[src/crbs_pkg.sv]
// shared constants, option struct and sequencer states for the readback serializer
// assumes a single reference clock domain; frame contents come from same-domain logic
package crbs_pkg;

  localparam int DUMMY_BITS = 5;
  localparam int CHECK_BITS = 4;
  localparam int LAST_ONES = 7;
  localparam int CRC_BITS = 11;
  localparam int LOAD_LEAD = 6;

  // crc polynomial and seed: values arbitrary, not tied to any real part
  localparam logic [CRC_BITS-1:0] CRC_POLY = 11'h385;
  localparam logic [CRC_BITS-1:0] CRC_SEED = 11'h000;

  localparam logic BIT_HIGH = 1'b1;
  localparam logic BIT_START = 1'b0;

  // options fixed by the loaded configuration
  typedef struct packed {
    logic capture_en;
    logic abort_en;
    logic user_clk_sel;
  } crbs_opts_t;

  localparam crbs_opts_t OPTS_RESET = '{capture_en: 1'b0, abort_en: 1'b0, user_clk_sel: 1'b0};

  typedef enum logic [2:0] {
    ST_IDLE,
    ST_ARMED,
    ST_DUMMY,
    ST_START,
    ST_DATA,
    ST_CHECK,
    ST_CRC_START,
    ST_CRC_OUT
  } crbs_state_t;

endpackage

[src/crbs_readback.sv]
// readback serializer: frames configuration, ram and captured cell state into a bit stream
// assumes trigger, both readback clocks and the connect strap come from outside ref_clk_i;
// frame inputs are same-domain and valid for frame_idx_o one ref_clk_i cycle after it changes
`timescale 1ns/1ps

module crbs_readback #(
  parameter int FRAME_BITS = 64,
  parameter int NUM_FRAMES = 8
) (
  input wire logic ref_clk_i,
  input wire logic rst_i,
  input wire crbs_pkg::crbs_opts_t opts_i,
  input wire logic nets_connected_i,
  input wire logic readback_trigger_i,
  input wire logic config_clock_i,
  input wire logic readback_clock_in_i,
  input wire logic [FRAME_BITS-1:0] frame_cfg_i,
  input wire logic [FRAME_BITS-1:0] frame_ram_i,
  input wire logic [FRAME_BITS-1:0] frame_ram_used_i,
  input wire logic [FRAME_BITS-1:0] frame_cap_pos_i,
  input wire logic [FRAME_BITS-1:0] frame_cap_val_i,
  output logic [$clog2(NUM_FRAMES+1)-1:0] frame_idx_o,
  output logic capture_strobe_o,
  output logic readback_serial_out_o,
  output logic read_in_progress_o
);

  localparam int IW = $clog2(NUM_FRAMES + 1);
  localparam int CW = $clog2(FRAME_BITS + crbs_pkg::CRC_BITS + crbs_pkg::DUMMY_BITS + 1);
  localparam int FORCE_TAIL = crbs_pkg::LAST_ONES - crbs_pkg::CHECK_BITS;

  // refused at elaboration: the load point needs LOAD_LEAD bits inside one frame
  if (FRAME_BITS < crbs_pkg::LOAD_LEAD || NUM_FRAMES < 1) begin
    $error("crbs_readback: FRAME_BITS must be at least LOAD_LEAD and NUM_FRAMES at least 1");
  end

  // build one outgoing frame word from the array's views of it
  function automatic logic [FRAME_BITS-1:0] compose(
    input logic [FRAME_BITS-1:0] cfg,
    input logic [FRAME_BITS-1:0] ram,
    input logic [FRAME_BITS-1:0] ram_used,
    input logic [FRAME_BITS-1:0] cap_pos,
    input logic [FRAME_BITS-1:0] cap_val,
    input logic cap_en,
    input logic last
  );
    logic [FRAME_BITS-1:0] w;
    w = (cfg & ~ram_used) | (ram & ram_used);
    if (cap_en) begin
      w = (w & ~cap_pos) | (~cap_val & cap_pos);
    end
    if (last) begin
      for (int i = FRAME_BITS - FORCE_TAIL; i < FRAME_BITS; i++) begin
        w[i] = crbs_pkg::BIT_HIGH;
      end
    end
    return w;
  endfunction

  function automatic logic [crbs_pkg::CRC_BITS-1:0] crc_step(
    input logic [crbs_pkg::CRC_BITS-1:0] c,
    input logic b
  );
    logic fb;
    fb = b ^ c[crbs_pkg::CRC_BITS-1];
    return {c[crbs_pkg::CRC_BITS-2:0], 1'b0} ^ (fb ? crbs_pkg::CRC_POLY : '0);
  endfunction

  // two-flop synchronisers; only the second stage is read
  logic [1:0] trig_sync_q, config_clock_sync_q, uclk_sync_q, conn_sync_q;
  always_ff @(posedge ref_clk_i) begin
    if (rst_i) begin
      trig_sync_q <= '0;
      config_clock_sync_q <= '0;
      uclk_sync_q <= '0;
      conn_sync_q <= '0;
    end else begin
      trig_sync_q <= {trig_sync_q[0], readback_trigger_i};
      config_clock_sync_q <= {config_clock_sync_q[0], config_clock_i};
      uclk_sync_q <= {uclk_sync_q[0], readback_clock_in_i};
      conn_sync_q <= {conn_sync_q[0], nets_connected_i};
    end
  end

  // options frozen on the first edge after reset; no run-time path changes them
  crbs_pkg::crbs_opts_t opts_q;
  logic opts_valid_q;
  always_ff @(posedge ref_clk_i) begin
    if (rst_i) begin
      opts_q <= crbs_pkg::OPTS_RESET;
      opts_valid_q <= 1'b0;
    end else if (!opts_valid_q) begin
      opts_q <= opts_i;
      opts_valid_q <= 1'b1;
    end
  end

  // edge detection on synchronised levels
  logic trig_prev_q, rk_prev_q;
  logic rk_level, rk_rise, trig_rise, trig_fall;
  assign rk_level = opts_q.user_clk_sel ? uclk_sync_q[1] : config_clock_sync_q[1];
  assign rk_rise = rk_level & ~rk_prev_q;
  assign trig_rise = trig_sync_q[1] & ~trig_prev_q;
  assign trig_fall = ~trig_sync_q[1] & trig_prev_q;
  always_ff @(posedge ref_clk_i) begin
    if (rst_i) begin
      trig_prev_q <= 1'b0;
      rk_prev_q <= 1'b0;
    end else begin
      trig_prev_q <= trig_sync_q[1];
      rk_prev_q <= rk_level;
    end
  end

  crbs_pkg::crbs_state_t state_q;
  logic [CW-1:0] cnt_q;
  logic [IW-1:0] cur_q;
  logic [FRAME_BITS-1:0] sh_q, next_q;
  logic [crbs_pkg::CRC_BITS-1:0] crc_q;
  logic last_frame, load_now, abort_now;

  assign last_frame = (cur_q == IW'(NUM_FRAMES - 1));
  // loading is a dynamic step, hence the controller's timing limits near start bits
  assign load_now = rk_rise && ((state_q == crbs_pkg::ST_ARMED) ||
                    (state_q == crbs_pkg::ST_DATA && cnt_q == CW'(FRAME_BITS - 2) && !last_frame));
  // abort only matters once armed; unconnected nets never arm
  assign abort_now = opts_q.abort_en && trig_fall && state_q != crbs_pkg::ST_IDLE;

  // frame fetch: frame_idx_o points at the frame that the next load takes
  always_ff @(posedge ref_clk_i) begin
    if (rst_i || abort_now || state_q == crbs_pkg::ST_IDLE) begin
      frame_idx_o <= '0;
      next_q <= '0;
    end else if (load_now) begin
      next_q <= compose(frame_cfg_i, frame_ram_i, frame_ram_used_i, frame_cap_pos_i, frame_cap_val_i,
                        opts_q.capture_en, frame_idx_o == IW'(NUM_FRAMES - 1));
      frame_idx_o <= frame_idx_o + IW'(1);
    end
  end

  always_ff @(posedge ref_clk_i) begin
    if (rst_i) begin
      capture_strobe_o <= 1'b0;
    end else begin
      capture_strobe_o <= state_q == crbs_pkg::ST_IDLE && trig_rise && conn_sync_q[1] &&
                          opts_valid_q && opts_q.capture_en;
    end
  end

  // sequencer: each selected-clock rising edge outside ST_IDLE emits exactly one bit
  always_ff @(posedge ref_clk_i) begin
    if (rst_i || abort_now) begin
      state_q <= crbs_pkg::ST_IDLE;
      cnt_q <= '0;
      cur_q <= '0;
      sh_q <= '0;
      crc_q <= crbs_pkg::CRC_SEED;
      readback_serial_out_o <= crbs_pkg::BIT_HIGH;
      read_in_progress_o <= 1'b0;
    end else begin
      case (state_q)
        crbs_pkg::ST_IDLE: begin
          // busy readback never reaches here, so a repeat trigger is ignored
          if (trig_rise && conn_sync_q[1] && opts_valid_q) begin
            state_q <= crbs_pkg::ST_ARMED;
          end
        end
        crbs_pkg::ST_ARMED: begin
          if (rk_rise) begin
            read_in_progress_o <= 1'b1;
            readback_serial_out_o <= crbs_pkg::BIT_HIGH;
            crc_q <= crbs_pkg::CRC_SEED;
            cnt_q <= CW'(1);
            state_q <= crbs_pkg::ST_DUMMY;
          end
        end
        crbs_pkg::ST_DUMMY: begin
          if (rk_rise) begin
            if (cnt_q < CW'(crbs_pkg::DUMMY_BITS)) begin
              readback_serial_out_o <= crbs_pkg::BIT_HIGH;
              cnt_q <= cnt_q + CW'(1);
            end else begin
              readback_serial_out_o <= crbs_pkg::BIT_START;
              sh_q <= next_q;
              state_q <= crbs_pkg::ST_START;
            end
          end
        end
        crbs_pkg::ST_START, crbs_pkg::ST_DATA: begin
          if (rk_rise) begin
            if (state_q == crbs_pkg::ST_START || cnt_q < CW'(FRAME_BITS)) begin
              readback_serial_out_o <= sh_q[0];
              crc_q <= crc_step(crc_q, sh_q[0]);
              sh_q <= sh_q >> 1;
              cnt_q <= (state_q == crbs_pkg::ST_START) ? CW'(1) : cnt_q + CW'(1);
              state_q <= crbs_pkg::ST_DATA;
            end else begin
              readback_serial_out_o <= crbs_pkg::BIT_HIGH;
              crc_q <= crc_step(crc_q, crbs_pkg::BIT_HIGH);
              cnt_q <= CW'(1);
              state_q <= crbs_pkg::ST_CHECK;
            end
          end
        end
        crbs_pkg::ST_CHECK: begin
          if (rk_rise) begin
            if (cnt_q < CW'(crbs_pkg::CHECK_BITS)) begin
              readback_serial_out_o <= crbs_pkg::BIT_HIGH;
              crc_q <= crc_step(crc_q, crbs_pkg::BIT_HIGH);
              cnt_q <= cnt_q + CW'(1);
            end else begin
              readback_serial_out_o <= crbs_pkg::BIT_START;
              if (last_frame) begin
                state_q <= crbs_pkg::ST_CRC_START;
              end else begin
                sh_q <= next_q;
                cur_q <= cur_q + IW'(1);
                state_q <= crbs_pkg::ST_START;
              end
            end
          end
        end
        crbs_pkg::ST_CRC_START, crbs_pkg::ST_CRC_OUT: begin
          if (rk_rise) begin
            if (state_q == crbs_pkg::ST_CRC_START || cnt_q < CW'(crbs_pkg::CRC_BITS)) begin
              readback_serial_out_o <= crc_q[crbs_pkg::CRC_BITS-1];
              crc_q <= {crc_q[crbs_pkg::CRC_BITS-2:0], 1'b0};
              cnt_q <= (state_q == crbs_pkg::ST_CRC_START) ? CW'(1) : cnt_q + CW'(1);
              state_q <= crbs_pkg::ST_CRC_OUT;
            end else begin
              readback_serial_out_o <= crbs_pkg::BIT_HIGH;
              read_in_progress_o <= 1'b0;
              cur_q <= '0;
              state_q <= crbs_pkg::ST_IDLE;
            end
          end
        end
        default: begin
          state_q <= crbs_pkg::ST_IDLE;
        end
      endcase
    end
  end

endmodule

[config.mk]
export PLATFORM = sky130hd
export DESIGN_NAME = crbs_readback
export DESIGN_NICKNAME = d
export VERILOG_FILES = /design/src/crbs_pkg.sv /design/src/crbs_readback.sv
export SDC_FILE = /design/constraint.sdc
export NUM_CORES = 1
export LEC_CHECK = 0
export BUFFER_PORTS_ARGS = -buffer_cell sky130_fd_sc_hd__buf_2
export CORE_ASPECT_RATIO = 0.9
export CORE_UTILIZATION = 45
export CTS_BUF_LIST = sky130_fd_sc_hd__clkbuf_8 sky130_fd_sc_hd__clkbuf_16
export DETAILED_ROUTE_END_ITERATION = 10
export HOLD_SLACK_MARGIN = 0.05
export PLACE_DENSITY = 0.75
export SETUP_SLACK_MARGIN = 0.3
export SLEW_MARGIN = 20
export SYNTH_ARGS = -nofsm -noshare
export SYNTH_HDL_FRONTEND = slang
export SYNTH_SLANG_ARGS = --single-unit
export TNS_END_PERCENT = 5
[constraint.sdc]
create_clock -name ref_clk_i -period 5.7 [get_ports ref_clk_i]
set_input_delay 0.285 -clock ref_clk_i [delete_from_list [all_inputs] [get_ports ref_clk_i]]
set_output_delay 0.285 -clock ref_clk_i [all_outputs]
set_load 0.1 [all_outputs]
==> metrics <==
core area 18,600 µm²; clock root cell clkbuf_16; Final Hold Fails 0; status finished, final reports clean; Post-Route WL 25,000 µm; CP bufs+invs 1; crit path from state_q[2]; P_leak 4.52 nW; clock latency on the worst-skew pair 430 ps; Final Setup Violations 0; commonest non-fill, non-tap cells in the layout buf_2 (335), dfxtp_1 (173), nand2_1 (144); Total GRT Usage 0.248; TritonCTS clock tree yes; DRT antenna net count 0; Setup Buffers After CTS 0; Slew @ Worst Pin 1080 ps; layout cells sized above 1 0.288; # rows 47; max incr delay on CP 780 ps; post-layout util 0.591; multi-input logic area 4900 µm²; Clock transition at path regs 60 ps; Async SR Flop Fraction 0; Tightest Hold Check Type in -> reg; Fillers 1,673; first-pass GRT wire length 39,800 µm; vias in the first global route 8,274; Starting DRT DRC Count 562; Mapped Avg Cell Area 8.26 µm²; crit-path cells or3_1 > a41oi_2 > nand2_2 > buf_4 > nor3_1; Crit path required time 6050 ps; io pins 336; Max VDD drop 154 µV; crit path time final 3280 ps; # clock sinks 174; Die Wd 149 µm; CTS resizes 0; Syn. warnings 0; DP HPWL 17,800 µm; Seq/Total Area, Yosys 0.400; RSZ-0062 raised after global routing false; DIE HEIGHT 134 µm; final weighted congestion in routability-driven placement 0.887; dpl ws 2480 ps; Layout area overhead 26.7%; overall power 2.59 mW; DRT Pass-1 Iters 5; largest net degree at the start of global routing 129; initial antenna violation count 4; max_cap viols 0; r2r startpoint state_q[2]; Final Non-Filler Cells 1,594; Syn Inst Count 1,054; Crit Path Class reg -> reg; ys flop type dfxtp_1; placed insts 1,559; Port Buf Inserts 335; CTS max path bufs 2; vias per inst 5.56; Initial Util 0.467; Synth cell types 55; routed via count 8,865; max-slew violations 0; Setup Skew 8.81 ps; CP max-delay cell a41oi_2; htree depth 4; Reg area 3490 µm²; synthesized flop and latch total 174; setup_tns 0 ps; Rel. slew slack 0.277; CTS Buf Count 17; Hold Buf Count CTS 0; CP startpoint kind register; capturing point of the worst reg2reg path next_q[63]; r2r worst-path depth 5; die area 19,900 µm²; fmax 305 MHz; total congestion overflow 0; Remaining DRCs 0; Worst Path Arrival 3620 ps; Mapped Area 8700 µm²; commonest non-fill, non-tap cell in the layout buf_2; crit-path max FO 38; period utilisation layout 0.575; Top delay family on crit path simple AND/OR/NAND/NOR gates; routed length per instance 15.7 µm; Setup crit end kind register; flop2flop setup slack 2420 ps; Pwr per Cell Area 235 nW/µm²; crit path to next_q[63]; Final #Nets 1,666; Setup WS post-layout 2420 ps; Post-synth EDFFs 0; syn nets 1,387; Crit path depth 5
==> routing by layer <==
layer,part of all wire,up-vias,GRT usage
li1,-,4486,-
met5,0,-,0
met4,0.020,0,0.0905
met1,0.44,4099,0.314
met2,0.48,243,0.414
met3,0.053,37,0.0514
==> cell families after synthesis <==
logic type / after synthesis / synth area share
flip-flops: 174 / 0.400
XOR/XNOR: 2 / 0.00201
buffers and inverters: 90 / 0.0418
AND/OR/NAND/NOR: 387 / 0.214
multiplexers: 68 / 0.0782
AO/OA/AOI/OAI: 329 / 0.258
adder cells (fa/ha/maj): 4 / 0.00575
==> worst min path at each step <==
stage,startpoint,end,slack [ps],cells after the start
2_1_floorplan,rst_i,opts_valid_q,350,1
3_3_place_gp,conn_sync_q[0],conn_sync_q[1],420,1
3_5_place_dp,conn_sync_q[0],conn_sync_q[1],430,1
4_1_cts,readback_trigger_i,trig_sync_q[0],50,2
5_1_grt,readback_trigger_i,trig_sync_q[0],60,2
6_report,readback_clock_in_i,uclk_sync_q[0],70,2
==> final cells by class <==
class	count	area share
antenna	3	0.000681
inverter	7	0.00238
clock inverter	13	0.00954
tap	245	0.0278
multi-input combinational	790	0.444
clock buffer	19	0.0411
sequential	174	0.316
timing repair buffer	343	0.158
==> sequential cells by signal, indices dropped and copies added (netlist names) <==
register,count
opts_q,3
config_clock_sync_q,2
rk_prev_q,1
sh_q,64
readback_serial_out_o,1
frame_idx_o,4
cur_q,4
trig_sync_q,2
uclk_sync_q,2
capture_strobe_o,1
crc_q,11
cnt_q,7
read_in_progress_o,1
state_q,3
opts_valid_q,1
trig_prev_q,1
next_q,64
conn_sync_q,2
==> power breakdown <==
part	switching, mW	total (mW)	internal [mW]
logic	0.112	0.249	0.137
clock network	0.514	1.10	0.590
registers	0.0141	1.24	1.22
==> synth_stat cells (5+ instances only) <==
master / instances / area share
a211oi_1: 67 / 0.058
a21oi_1: 87 / 0.050
a221oi_1: 64 / 0.064
a31oi_1: 68 / 0.049
a32o_1: 5 / 0.0058
and3_1: 9 / 0.0065
buf_1: 11 / 0.0047
buf_2: 12 / 0.0069
clkbuf_1: 58 / 0.025
dfxtp_1: 174 / 0.40
inv_1: 7 / 0.0030
mux2i_1: 68 / 0.078
nand2_1: 145 / 0.063
nand2b_1: 7 / 0.0050
nand3_1: 16 / 0.0092
nor2_1: 84 / 0.036
nor2b_1: 79 / 0.057
nor3_1: 14 / 0.0081
o21ai_0: 14 / 0.0081
==> worst reg2reg max path: cells and delay by family (launching register included) <==
kind,cells,cell delay (ps)
flops,1,570
buf+inv,1,450
compound gates,1,780
simple gates,3,1400
==> metrics by stage <==
step / instance area [µm²] / hold WS, ps
global placement: 10500 / 420
global route: 11000 / 60.1
floorplan: 8700 / 353
CTS: 11000 / 53.5
detailed placement: 10500 / 431
finish: 11000 / 69.4
No activity file was read; power rests on OpenSTA's default activity.
